## src/core/trip_retry_defines.svh

```systemverilog
// Constants for the trip retry controller.
`ifndef TRIP_RETRY_DEFINES_SVH
`define TRIP_RETRY_DEFINES_SVH
// ---------------------------------------------------------------------------
// Register offsets (word addresses, one word each)
// ---------------------------------------------------------------------------
`define TR_OFS_CLASS    4'h0
`define TR_OFS_LIMIT    4'h1
`define TR_OFS_WAIT     4'h2
`define TR_OFS_COUNT    4'h3
`define TR_OFS_STATUS   4'h4
`define TR_OFS_MASK     4'h5
`define TR_OFS_FAULT    4'h6
`define TR_OFS_RANGE    4'h7
// ---------------------------------------------------------------------------
// Setting limits and codes
// ---------------------------------------------------------------------------
`define TR_CLASS_MAX    8'h05
`define TR_LIMIT_MAX    8'h0a
`define TR_ALARM_BASE   8'h64
`define TR_ALARM_MAX    8'h6e
`define TR_WAIT_MAX_DS  8'h64
`define TR_RANGE_SHOWN  16'h270f
`define TR_CODE_RET     5'h0f
`define TR_SUCCESS_MUL  3'h4
// Tenth of a second in clock cycles at 10 MHz.
`define TR_CLK_HZ       1000000_0
`define TR_DS_CYCLES    (`TR_CLK_HZ / 10)
// ---------------------------------------------------------------------------
// Interrupt bit positions
// ---------------------------------------------------------------------------
`define TR_IRQ_TRIP     0
`define TR_IRQ_RESTART  1
`define TR_IRQ_SUCCESS  2
`define TR_IRQ_EXCEED   3
`define TR_IRQ_W        4
`endif

```

## src/core/trip_retry_pkg.sv

```systemverilog
// Types shared by the trip retry controller.
package trip_retry_pkg;
  typedef enum logic [2:0] {
    ST_RUN, ST_WAIT, ST_WATCH, ST_LOCKED
  } retry_state_e;
  typedef logic [4:0] fault_code_t;
endpackage

```

## src/core/trip_retry_controller.sv

```systemverilog
// Automatic trip-recovery controller with an Avalon-MM register slave.
`include "trip_retry_defines.svh"
`timescale 1ns/1ns
`default_nettype none
module trip_retry_controller
  import trip_retry_pkg::*;
#(
  parameter int DS_CYCLES = `TR_DS_CYCLES  // Cycles per tenth of a second.
) (
  // Clock and reset.
  input  wire logic        clk_i,
  input  wire logic        srst_i,
  input  wire logic        por_i,          // Power-on reset.
  // Avalon-MM slave.
  input  wire logic [3:0]  address_i,
  input  wire logic        read_i,
  input  wire logic        write_i,
  input  wire logic [31:0] writedata_i,
  output logic      [31:0] readdata_o,
  output logic             waitrequest_o,
  output logic      [1:0]  response_o,
  // Fault detector side.
  input  wire logic        trip_i,         // One-cycle trip event.
  input  wire logic [4:0]  trip_code_i,    // Code of the trip.
  // Drive side.
  output logic             trip_reset_o,   // One-cycle trip reset pulse.
  output logic             restart_o,      // One-cycle restart pulse.
  output logic             tripped_o,      // Drive held tripped.
  output logic             alarm_o,        // Alarm output.
  output logic             thermal_clr_o,  // Clear thermal memory.
  // Displays.
  output logic      [4:0]  local_code_o,   // Local indicator code.
  output logic      [4:0]  panel_code_o,   // Operator panel code.
  output logic             irq_o
);
  // -------------------------------------------------------------------------
  // Parameter check
  // -------------------------------------------------------------------------
  if (DS_CYCLES < 1) begin : g_chk
    $error("DS_CYCLES must be at least one.");
  end

  // -------------------------------------------------------------------------
  // Decoding functions
  // -------------------------------------------------------------------------
  // Table of trip codes retried for each class selection.
  function automatic logic eligible(input logic [2:0] cls,
                                    input fault_code_t code);
    logic [17:0] m;
    m = 18'h0;
    case (cls)
      3'd0:    m = 18'h305c1;
      3'd1:    m = 18'h00007;
      3'd2:    m = 18'h00208;
      3'd3:    m = 18'h0003a;
      3'd4:    m = 18'h20f7b;
      3'd5:    m = 18'h08005;
      default: m = 18'h0;
    endcase
    eligible = (code < 5'd18) ? m[code] : 1'b0;
  endfunction

  // Number of retries allowed by a limit setting.
  function automatic logic [3:0] allowed(input logic [7:0] lim);
    if (lim >= `TR_ALARM_BASE + 8'h1) begin
      allowed = 4'(lim - `TR_ALARM_BASE);
    end else begin
      allowed = 4'(lim);
    end
  endfunction

  // Legal values of the limit setting.
  function automatic logic limit_ok(input logic [7:0] v);
    limit_ok = (v <= `TR_LIMIT_MAX) ||
               (v > `TR_ALARM_BASE && v <= `TR_ALARM_MAX);
  endfunction

  // -------------------------------------------------------------------------
  // Registers and state
  // -------------------------------------------------------------------------
  logic [2:0]          class_q;      // Retry class selection.
  logic [7:0]          limit_q;      // Retry attempt limit.
  logic [7:0]          wait_q;       // Wait in tenths of a second.
  logic [15:0]         count_q;      // Cumulative successful retries.
  logic [`TR_IRQ_W-1:0] status_q;    // Sticky event bits.
  logic [`TR_IRQ_W-1:0] mask_q;      // Interrupt enables.
  retry_state_e        state_q;      // Sequencer state.
  logic [3:0]          tries_q;      // Retries made in this episode.
  logic [10:0]         ds_q;         // Tenths elapsed.
  logic [31:0]         tick_q;       // Cycle prescaler.
  fault_code_t         record_q;     // Stored fault record.
  logic                acc;          // Bus access this cycle.
  logic                wr_ok;        // Write committed at acknowledge.
  logic [`TR_IRQ_W-1:0] ev;          // Events this cycle.
  logic                succ;         // Retry judged successful.
  logic                tick;         // Tenth of a second elapsed.

  assign acc   = (read_i | write_i) & waitrequest_o;
  // A write lands only at the edge where the master sees waitrequest low.
  assign wr_ok = write_i & !waitrequest_o;
  assign tick  = (tick_q == 32'(DS_CYCLES - 1));
  assign succ  = (state_q == ST_WATCH) && !trip_i &&
                 (ds_q >= 11'(wait_q) * 11'(`TR_SUCCESS_MUL));

  // -------------------------------------------------------------------------
  // Avalon handshake: one wait state, then answer
  // -------------------------------------------------------------------------
  // Waitrequest drops for one cycle after each request is seen.
  always_ff @(posedge clk_i) begin
    if (srst_i) begin
      waitrequest_o <= 1'b1;
    end else begin
      waitrequest_o <= !((read_i | write_i) && waitrequest_o);
    end
  end

  // Read data and response are prepared while waitrequest is high.
  always_ff @(posedge clk_i) begin
    if (srst_i) begin
      readdata_o <= 32'h0;
      response_o <= 2'h0;
    end else if (acc) begin
      response_o <= (address_i > `TR_OFS_RANGE) ? 2'h2 : 2'h0;
      case (address_i)
        `TR_OFS_CLASS:  readdata_o <= {29'h0, class_q};
        `TR_OFS_LIMIT:  readdata_o <= {24'h0, limit_q};
        `TR_OFS_WAIT:   readdata_o <= {24'h0, wait_q};
        `TR_OFS_COUNT:  readdata_o <= {16'h0, count_q};
        `TR_OFS_STATUS: readdata_o <= {28'h0, status_q};
        `TR_OFS_MASK:   readdata_o <= {28'h0, mask_q};
        `TR_OFS_FAULT:  readdata_o <= {27'h0, record_q};
        // Panel range shows 0..10 and 9999; alarm codes hidden.
        `TR_OFS_RANGE:  readdata_o <= {`TR_RANGE_SHOWN,
                                       8'h0, `TR_LIMIT_MAX};
        default:        readdata_o <= 32'h0;
      endcase
    end
  end

  // -------------------------------------------------------------------------
  // Settings
  // -------------------------------------------------------------------------
  // Out-of-range values are ignored (class and wait judge bits 7:0 only); alarm codes accepted though hidden.
  always_ff @(posedge clk_i) begin
    if (srst_i) begin
      class_q <= 3'h0;
      limit_q <= 8'h0;
      wait_q  <= 8'h0;
      mask_q  <= '0;
    end else if (wr_ok) begin
      case (address_i)
        `TR_OFS_CLASS: begin
          if (writedata_i[7:0] <= `TR_CLASS_MAX) begin
            class_q <= writedata_i[2:0];
          end
        end
        `TR_OFS_LIMIT: begin
          if (writedata_i[31:8] == 24'h0 &&
              limit_ok(writedata_i[7:0])) begin
            limit_q <= writedata_i[7:0];
          end
        end
        `TR_OFS_WAIT: begin
          if (writedata_i[7:0] <= `TR_WAIT_MAX_DS) begin
            wait_q <= writedata_i[7:0];
          end
        end
        `TR_OFS_MASK: mask_q <= writedata_i[`TR_IRQ_W-1:0];
        default: ;
      endcase
    end
  end

  // -------------------------------------------------------------------------
  // Success counter
  // -------------------------------------------------------------------------
  // A clear write and a success in the same cycle leave a count of one.
  always_ff @(posedge clk_i) begin
    if (srst_i) begin
      count_q <= 16'h0;
    end else if (wr_ok && address_i == `TR_OFS_COUNT &&
                 writedata_i == 32'h0) begin
      count_q <= {15'h0, succ};
    end else if (succ && count_q != 16'hffff) begin
      count_q <= count_q + 16'h1;
    end
  end

  // -------------------------------------------------------------------------
  // Time base
  // -------------------------------------------------------------------------
  // Prescaler and tenth-second counter restart at every trip.
  always_ff @(posedge clk_i) begin
    if (srst_i || trip_i || state_q == ST_RUN || state_q == ST_LOCKED) begin
      tick_q <= 32'h0;
      ds_q   <= 11'h0;
    end else if (tick) begin
      tick_q <= 32'h0;
      ds_q   <= (ds_q == 11'h7ff) ? ds_q : ds_q + 11'h1;
    end else begin
      tick_q <= tick_q + 32'h1;
    end
  end

  // -------------------------------------------------------------------------
  // Retry sequencer
  // -------------------------------------------------------------------------
  // Runs wait, restart and watch; locks when retries are exhausted.
  always_ff @(posedge clk_i) begin
    if (srst_i) begin
      state_q      <= ST_RUN;
      tries_q      <= 4'h0;
      trip_reset_o <= 1'b0;
      restart_o    <= 1'b0;
      tripped_o    <= 1'b0;
      alarm_o      <= 1'b0;
      local_code_o <= '0;
      panel_code_o <= '0;
      record_q     <= '0;
    end else begin
      trip_reset_o <= 1'b0;
      restart_o    <= 1'b0;
      if (trip_i) begin
        local_code_o <= trip_code_i;
        tripped_o    <= 1'b1;
        if (state_q != ST_WATCH) begin
          panel_code_o <= trip_code_i;
          record_q     <= trip_code_i;
        end
        if (state_q == ST_LOCKED) begin
          state_q <= ST_LOCKED;
        end else if (allowed(limit_q) == 4'h0 ||
                     !eligible(class_q, trip_code_i)) begin
          state_q <= ST_LOCKED;
          alarm_o <= 1'b1;
        end else if (tries_q >= allowed(limit_q)) begin
          state_q      <= ST_LOCKED;
          alarm_o      <= 1'b1;
          // The record keeps the first-retry alarm, not the exceeded code.
          local_code_o <= `TR_CODE_RET;
        end else begin
          state_q <= ST_WAIT;
          alarm_o <= (limit_q > `TR_ALARM_BASE);
        end
      end else begin
        case (state_q)
          ST_WAIT: begin
            if (ds_q >= 11'(wait_q)) begin
              // Trip reset only; thermal memory is kept.
              trip_reset_o <= 1'b1;
              restart_o    <= 1'b1;
              tripped_o    <= 1'b0;
              alarm_o      <= 1'b0;
              tries_q      <= tries_q + 4'h1;
              state_q      <= ST_WATCH;
            end
          end
          ST_WATCH: begin
            if (succ) begin
              tries_q <= 4'h0;
              state_q <= ST_RUN;
            end
          end
          default: ;
        endcase
      end
    end
  end

  // -------------------------------------------------------------------------
  // Thermal memory clear
  // -------------------------------------------------------------------------
  // Only power-on reset clears the thermal data, never a retry.
  always_ff @(posedge clk_i) begin
    if (srst_i) begin
      thermal_clr_o <= 1'b0;
    end else begin
      thermal_clr_o <= por_i;
    end
  end

  // -------------------------------------------------------------------------
  // Interrupts
  // -------------------------------------------------------------------------
  assign ev[`TR_IRQ_TRIP]    = trip_i;
  assign ev[`TR_IRQ_RESTART] = (state_q == ST_WAIT) && !trip_i &&
                               (ds_q >= 11'(wait_q));
  assign ev[`TR_IRQ_SUCCESS] = succ;
  assign ev[`TR_IRQ_EXCEED]  = trip_i && state_q != ST_LOCKED &&
                               allowed(limit_q) != 4'h0 &&
                               eligible(class_q, trip_code_i) &&
                               tries_q >= allowed(limit_q);

  // Sticky status, write one to clear; a new event wins over the clear.
  always_ff @(posedge clk_i) begin
    if (srst_i) begin
      status_q <= '0;
    end else if (wr_ok && address_i == `TR_OFS_STATUS) begin
      status_q <= (status_q & ~writedata_i[`TR_IRQ_W-1:0]) | ev;
    end else begin
      status_q <= status_q | ev;
    end
  end

  // Interrupt level from the masked status.
  always_ff @(posedge clk_i) begin
    if (srst_i) begin
      irq_o <= 1'b0;
    end else begin
      irq_o <= |(status_q & mask_q);
    end
  end
endmodule
`default_nettype wire

```

## config.mk

```make
export PLATFORM = sky130hd
export DESIGN_NAME = trip_retry_controller
export DESIGN_NICKNAME = d
export VERILOG_FILES = /design/src/core/trip_retry_pkg.sv /design/src/core/trip_retry_controller.sv
export VERILOG_INCLUDE_DIRS = /design/src /design/src/core
export SDC_FILE = /design/constraint.sdc
export NUM_CORES = 1
export LEC_CHECK = 0
export BUFFER_PORTS_ARGS = -buffer_cell sky130_fd_sc_hd__buf_4
export CAP_MARGIN = 20
export CORE_ASPECT_RATIO = 1.5
export CORE_MARGIN = 4
export CORE_UTILIZATION = 52
export CTS_CLUSTER_DIAMETER = 40
export DETAILED_ROUTE_END_ITERATION = 6
export GPL_ROUTABILITY_DRIVEN = 0
export GPL_TIMING_DRIVEN = 1
export PLACE_DENSITY = 0.77
export SKIP_CTS_REPAIR_TIMING = 1
export SLEW_MARGIN = 20
export SYNTH_ARGS = -nofsm -noshare
export SYNTH_HDL_FRONTEND = slang
export SYNTH_SLANG_ARGS = --single-unit
```

## constraint.sdc

```tcl
create_clock -name clk_i -period 2.05 [get_ports clk_i]
set_input_delay 0.41 -clock clk_i [delete_from_list [all_inputs] [get_ports clk_i]]
set_output_delay 0.41 -clock clk_i [all_outputs]
set_load 0.02 [all_outputs]
```

# Yosys cells after proc, flatten, opt, wreduce, memory -nomap -nowiden
# Index checks and enable logic that the tools add are counted.
[classes]
add_sub_neg = 5
n_lt_le_gt_ge = 14
n_eq_ne = 25
mux = 44
bitwise = 11
reduce_logical = 50
[ops]
columns = ["operator", "count"]
rows = [
  ["case mux 30 bit (8 select lines)", 1],
  ["case mux 18 bit (6 select lines)", 1],
  ["2-to-1 mux 18 bit", 3],
  ["2-to-1 mux 4 bit", 11],
  ["adder 32 x 1 -> 32 bit, second input constant", 1],
  ["equality test 32 x 20 -> 1 bit, second input constant", 1],
  ["logical NOT 32 bit", 1],
  ["logical NOT 24 bit", 1],
  ["adder 16 x 1 -> 16 bit, second input constant", 1],
  ["equality test 4 x 3 -> 1 bit, second input constant", 4],
  ["> comparator 8 x 7 -> 1 bit, second input constant", 2],
  ["<= comparator 8 x 7 -> 1 bit, second input constant", 2],
  ["inequality test 16 bit, second input constant", 1],
  ["logical AND 1 bit", 15],
  ["2-to-1 mux 5 bit", 3],
  ["AND reduction 3 bit", 5],
  ["2-to-1 mux 1 bit", 14],
  ["equality test 3 x 2 -> 1 bit, second input constant", 4],
  ["adder 11 x 1 -> 11 bit, second input constant", 1],
  ["equality test 11 bit, second input constant", 1],
  [">= comparator 11 x 10 -> 1 bit", 1],
  [">= comparator 11 x 8 -> 1 bit", 1],
  ["binary-select mux 1 bit (select 5 bit)", 2],
  ["2-to-1 mux 3 bit", 3],
  ["other kinds (37)", 69],
]
[word_totals]
register_bits = 143
in_bits = 47
out_inout_bits = 51
elab_cells = 170

# Logic depth before layout (Yosys ltp)
[logic_depth]
word_depth = 19
ltp_mapped = 11
ltp_nobuf = 11

# Worst setup path after synthesis
# Ideal clock, no wire load.
[synth_timing]
kind = "reg-to-reg"
from = "register limit_q[3]"
to = "register local_code_o[0]"
setup_ns = 0.091
t_arrival_ns = 2.112
required_time_ns = 1.959
slack_ns = -0.153
stages_incl_launch_ff = 11
path_buffers = 0
period_less_slack_ns = 2.203
cell_sequence = "dfxtp_1 > inv_1 > ha_1 > o21ai_0 > a311oi_1 > a221oi_1 > ha_1 > nand2_1 > o21ai_0 > nand3_1 > a311oi_1"
[synth_between]
elab_chain_cells = 10
word_cells_on_any_way = 16
classes_between = "add/sub: 1; order compare: 2; mux: 11; reduce/logical: 2"
[synth_lines]
columns = ["item", "line_no", "source"]
rows = [
  ["start: declaration", "trip_retry_controller.sv:82", "logic [7:0] limit_q;"],
  ["start signal: assignment", "trip_retry_controller.sv:160", "limit_q <= writedata_i[7:0];"],
  [">= comparator 8 x 7 -> 1 bit / subtractor 4 x 3 -> 4 bit (equally long branches)", "n/a", ""],
  ["2-to-1 mux 4 bit (*)", "trip_retry_controller.sv:65", "if (lim >= `TR_ALARM_BASE + 8'h1) begin"],
  ["2-to-1 mux 4 bit", "trip_retry_controller.sv:232", "end else if (allowed(limit_q) == 4'h0 ||"],
  ["2-to-1 mux 4 bit", "trip_retry_controller.sv:230", "if (state_q == ST_LOCKED) begin"],
  ["2-to-1 mux 4 bit", "trip_retry_controller.sv:223", "if (trip_i) begin"],
  ["2-to-1 mux 4 bit", "trip_retry_controller.sv:210", "if (srst_i) begin"],
  [">= comparator 4 bit", "trip_retry_controller.sv:236", "end else if (tries_q >= allowed(limit_q)) begin"],
  ["2-to-1 mux 5 bit", "trip_retry_controller.sv:236", ""],
  ["2-to-1 mux 5 bit (*)", "trip_retry_controller.sv:232", ""],
  ["2-to-1 mux 5 bit (*)", "trip_retry_controller.sv:230", ""],
  ["end signal: assignment", "trip_retry_controller.sv:224", "local_code_o <= trip_code_i;"],
  ["end signal: assignment", "trip_retry_controller.sv:240", "local_code_o <= `TR_CODE_RET;"],
  ["end: declaration", "trip_retry_controller.sv:32", "output logic [4:0] local_code_o,"],
]
# Every way passes the cells marked *; elsewhere a longest branch is shown, timed or not. The select of a mux whose other input is x is not followed.
# A chain may end at the register's enable or synchronous reset.

# Final worst setup path
[layout_timing]
from = "register limit_q[3]"
to = "register state_q[1]"
[layout_between]
elab_chain_cells = 11
word_cells_on_any_way = 17
classes_between = "add/sub: 1; order compare: 2; mux: 12; reduce/logical: 2"
[layout_lines]
columns = ["item", "line_no", "source"]
rows = [
  [">= comparator 8 x 7 -> 1 bit / subtractor 4 x 3 -> 4 bit (equally long branches)", "n/a", ""],
  ["2-to-1 mux 4 bit (*)", "trip_retry_controller.sv:65", ""],
  ["2-to-1 mux 4 bit", "trip_retry_controller.sv:232", ""],
  ["2-to-1 mux 4 bit", "trip_retry_controller.sv:230", ""],
  ["2-to-1 mux 4 bit", "trip_retry_controller.sv:223", ""],
  ["2-to-1 mux 4 bit", "trip_retry_controller.sv:210", ""],
  [">= comparator 4 bit", "trip_retry_controller.sv:236", ""],
  ["2-to-1 mux 2 bit", "trip_retry_controller.sv:236", ""],
  ["2-to-1 mux 2 bit (*)", "trip_retry_controller.sv:232", ""],
  ["2-to-1 mux 2 bit (*)", "trip_retry_controller.sv:230", ""],
  ["2-to-1 mux 3 bit (*)", "trip_retry_controller.sv:223", ""],
  ["end signal: assignment", "trip_retry_controller.sv:231", "state_q <= ST_LOCKED;"],
  ["end signal: assignment", "trip_retry_controller.sv:234", "state_q <= ST_LOCKED;"],
  ["end signal: assignment", "trip_retry_controller.sv:237", "state_q <= ST_LOCKED;"],
  ["end: declaration", "trip_retry_controller.sv:87", "retry_state_e state_q;"],
]
# Marks and branches as above.

==> impl_summary.txt <==
----------------------------------------------------
[Outcome]
  Outcome ... complete, but fails checks
  Failing checks ... negative setup slack

[Die]
  Die X ... 100 um
  Core Region ... 12,500 um^2
  Total Die Area ... 14,600 um^2
  Initial cell density of the core ... 52.9%
  Height of the chip ... 146 um
  Cell Rows ... 50
  Top-level I/O count ... 98

[Logic synthesis]
  Post-synthesis mux area share ... 4.82%
  Largest area contributor in the synthesized netlist ... sky130_fd_sc_hd__dfxtp_1
  Fraction of the mapped netlist area in adder cells ... 5.10%
  Most used flip-flop cell after synthesis ... sky130_fd_sc_hd__dfxtp_1
  Total number of yosys warnings ... 0
  Cell area after technology mapping ... 6620 um^2
  Xor/xnor share of the synthesized area ... 6.08%
  Most area-consuming cells after synthesis ... sky130_fd_sc_hd__dfxtp_1 (38%), sky130_fd_sc_hd__nor2_1 (7.0%), sky130_fd_sc_hd__ha_1 (5.1%), sky130_fd_sc_hd__mux2i_1 (3.6%), sky130_fd_sc_hd__xor2_1 (3.3%)
  Number of register bits inferred by synthesis ... 126
  Count of distinct cell types in the synthesized netlist ... 69
  Area share of the largest cell type after synthesis ... 38.1%
  Compound-Gate Fraction of Synth Area ... 14.4%
  Number of synthesized flops with an enable pin ... 0
  Post-synthesis cell count ... 787
  Synthesized area divided by synthesized cell count ... 8.42 um^2
  Post-synthesis share of cell area spent on and, or, nand and nor gates ... 25.4%
  Portion of the post-synthesis area used by sequential elements ... 38.1%
  Proportion of synthesized flip-flops having asynchronous set or reset ... 0%
  Combinational family with the most area after synthesis ... simple AND/OR/NAND/NOR gates

[Setup path]
  Type of the worst setup path ... reg -> reg
  Slowest library cell on the worst path ... sky130_fd_sc_hd__dfxtp_2
  Crit-path cells ... inv_2, ha_4, o21ai_4, a311oi_2, a221oi_2, ha_1, nand2_2, o21ai_4, nor2_1, a32o_2, a21oi_2
  Arrival time of data at the critical path endpoint ... 2.50 ns
  Maximum fanout count along the critical path ... 5
  Most prevalent standard cell on the critical path ... sky130_fd_sc_hd__o21ai_4
  RR Endpoint ... state_q[1]
  Worst R2R Setup Slack ... -0.1 ns
  CP Capture Type ... register
  CP max stage delay ... 0.33 ns
  FF-to-FF path depth ... 11
  Data required time of the worst path ... 2.40 ns
  Kind of start point of the critical path ... register
  Worst flop-to-flop path startpoint ... limit_q[3]

[Min path]
  Number of stages on the worst hold path ... 2
  Worst hold start ... por_i
  Hold endpoint ... thermal_clr_o
  Worst hold-check path type ... in -> reg

[Drt]
  Total wire length after detailed routing ... 19.5 mm
  Number of vias after detailed routing ... 6,560
  Number of remaining DRC errors ... 0
  Via density per instance ... 5.85
  Post-DR wirelength/cell ... 17.4 um
  Antenna violation net count after detailed routing ... 0
  1st-iter DRT viols ... 345
  Number of detailed-routing iterations run before antenna repair ... 5

[GRT]
  Number of antenna violations at the first check in global routing ... 0
  Maximum number of pins on one net before global-route repair ... 45
  Overall routing resource usage ... 24.0%
  Grt total ovfl ... 0
  Via count of the first global-routing pass ... 6,287
  Global-route wire length before repair ... 28.7 mm

[Layout]
  Layout overhead on the synthesized area ... 36.3%
  Antenna diode count ... 0
  Layout cell share with drive strength beyond 1 ... 33.1%
  Non-filler instance count after layout ... 1,122
  Final-stage net count ... 1,027
  Final Instance Area ... 9030 um^2

[CTS]
  Clock root buffer ... sky130_fd_sc_hd__clkbuf_16
  Longest Clk Path Bufs ... 2
  Total clock buffers created by CTS ... 17
  Clock-pin slew on the worst setup and hold paths ... 0.06 ns
  H-tree depth ... 4
  Clock latency of the later-clocked register in the worst-skew pair ... 0.42 ns
  Clock tree from TritonCTS ... yes
  Clock sink total ... 126

[Run]
  Max cap viols ... 0

[Place]
  DP Area ... 8000 um^2
  Post-Place Cells ... 1,079
  Count of input and output buffers ... 88
  Detailed placer's ending HPWL ... 13.3 mm

[Power]
  VDD IR-drop max ... 0.534 mV
  Total design power ... 0.00588 W
  Power per unit of standard cell area ... 651 nW/um^2
  Leakage power ... 3.52 nW

[Timing]
  Highest achievable clock rate ... 465 MHz
  Final WS setup ... -0.0992 ns
  Final TNS setup ... -0.524 ns
  Hold Vio Cnt, Final ... 0
  Tcrit/Tclk final ... 105%
  Worst hold slack after final layout ... 0.204 ns
  Final Skew ... 0.00723 ns
  Number of pins with negative max-slew slack in the final report ... 0
  Setup repair after global routing missed its margin ... true
  Final Critical Period ... 2.15 ns
  Number of setup violations in the final report ... 15

----------------------------------------------------
## flip-flops by register name, summed over array words and instances, names as in the netlist, 5 cells and up
name / count
limit_q: 8
ds_q: 11
count_q: 16
local_code_o: 5
wait_q: 8
record_q: 5
readdata_o: 17
tick_q: 32
## critical path, delay by kind of cell (launching register included)
| kind | cells | cell delay [ns] |
|---|---|---|
| DFF | 1 | 0.33 |
| and+or+nand+nor | 2 | 0.15 |
| AOI/OAI and AO/OA | 6 | 1.07 |
| buffers and inverters | 1 | 0.08 |
| adders and majority gates | 2 | 0.46 |
## kinds of logic (layout without fill, tap and decap cells)
kind of cell / Yosys count / count (layout)
AO/OA/AOI/OAI: 135 / 135
XOR/XNOR: 46 / 46
adder cells (fa/ha/maj): 27 / 27
buffers and inverters: 85 / 256
flip-flops: 126 / 126
multiplexers: 29 / 29
other: 1 / 9
AND/OR/NAND/NOR: 338 / 338
## through the flow
step | setup WS (ns) | util [%]
2_1_floorplan | -0.0227 | -
3_3_place_gp | -0.0639 | 63.9
3_5_place_dp | -0.146 | 63.9
4_1_cts | -0.147 | 68.4
5_1_grt | -0.177 | 72.1
6_report | -0.0992 | 72.1
## per-layer routing
| layer | vias up | routed length, um | track usage [%] |
|---|---|---|---|
| li1 | 3105 | - | - |
| met1 | 3121 | 6800 | 24.9 |
| met2 | 255 | 10700 | 44.4 |
| met3 | 79 | 1030 | 4.68 |
| met4 | 0 | 1000 | 12.7 |
| met5 | - | 0 | 0 |
## worst max path at each step
stage	endpoint	cells after the start	slack, ns	start
finish	state_q[1]	11	-0.1	limit_q[3]
global route	state_q[1]	11	-0.18	limit_q[3]
CTS	local_code_o[3]	10	-0.15	limit_q[3]
detailed placement	local_code_o[1]	10	-0.15	limit_q[3]
global placement	local_code_o[3]	10	-0.06	limit_q[3]
floorplan	ds_q[9]	7	-0.02	tick_q[1]
## synthesized netlist by cell type (4+ instances only)
cell / count
sky130_fd_sc_hd__dfxtp_1: 126
sky130_fd_sc_hd__nor2_1: 123
sky130_fd_sc_hd__nand2_1: 55
sky130_fd_sc_hd__a21oi_1: 40
sky130_fd_sc_hd__inv_1: 32
sky130_fd_sc_hd__nand3_1: 31
sky130_fd_sc_hd__ha_1: 27
sky130_fd_sc_hd__xor2_1: 25
sky130_fd_sc_hd__mux2i_1: 24
sky130_fd_sc_hd__clkbuf_1: 21
sky130_fd_sc_hd__o21ai_0: 21
sky130_fd_sc_hd__xnor2_1: 21
sky130_fd_sc_hd__nand4_1: 20
sky130_fd_sc_hd__nor3_1: 19
sky130_fd_sc_hd__a22oi_1: 18
sky130_fd_sc_hd__buf_4: 17
sky130_fd_sc_hd__nor4_1: 14
sky130_fd_sc_hd__and3_1: 12
sky130_fd_sc_hd__buf_2: 11
sky130_fd_sc_hd__nand2b_1: 11
sky130_fd_sc_hd__nor2b_1: 8
sky130_fd_sc_hd__a21o_1: 7
sky130_fd_sc_hd__nor3b_1: 7
sky130_fd_sc_hd__a311oi_1: 6
sky130_fd_sc_hd__or3_1: 5
sky130_fd_sc_hd__or4_1: 5
sky130_fd_sc_hd__a211o_1: 4
sky130_fd_sc_hd__a211oi_1: 4
sky130_fd_sc_hd__and2_1: 4
sky130_fd_sc_hd__and4_1: 4
sky130_fd_sc_hd__nand3b_1: 4
sky130_fd_sc_hd__o211ai_1: 4
sky130_fd_sc_hd__o31ai_1: 4
## area by class of cell
class	count	area [um^2]
Multi-Input combinational cell	584	4120
Clock buffer	18	429
Fill cell	958	3490
Timing Repair Buffer	192	1480
Tap cell	156	195
Sequential cell	126	2540
Clock inverter	14	138
Inverter	32	120
## power breakdown
part | internal (W) | leakage (nW) | switching (W)
Sequential | 0.00248 | 1.03 | 0.0000317
Combinational | 0.000212 | 2.23 | 0.000286
Clock | 0.00169 | 0.265 | 0.00118
Total | 0.00438 | 3.52 | 0.00150
## cells in the final DEF, fill, tap and decap left out, types with 10 or more instances in the layout
cell                        Yosys  routed
sky130_fd_sc_hd__nor2_1       123     123
sky130_fd_sc_hd__nor3_1        19      12
sky130_fd_sc_hd__nand3_1       31      28
sky130_fd_sc_hd__nand2_1       55      54
sky130_fd_sc_hd__a22oi_1       18      18
sky130_fd_sc_hd__inv_1         32      23
sky130_fd_sc_hd__ha_1          27      19
sky130_fd_sc_hd__dfxtp_2        0      13
sky130_fd_sc_hd__clkbuf_16      0      17
sky130_fd_sc_hd__buf_4         17     185
sky130_fd_sc_hd__xnor2_1       21      21
sky130_fd_sc_hd__o21ai_0       21      15
sky130_fd_sc_hd__dfxtp_1      126     112
sky130_fd_sc_hd__mux2i_1       24      24
sky130_fd_sc_hd__and3_1        12      12
sky130_fd_sc_hd__a21oi_1       40      33
sky130_fd_sc_hd__nand4_1       20      20
sky130_fd_sc_hd__xor2_1        25      25
sky130_fd_sc_hd__nand2b_1      11      10
Power figures use the tool's default switching activity.
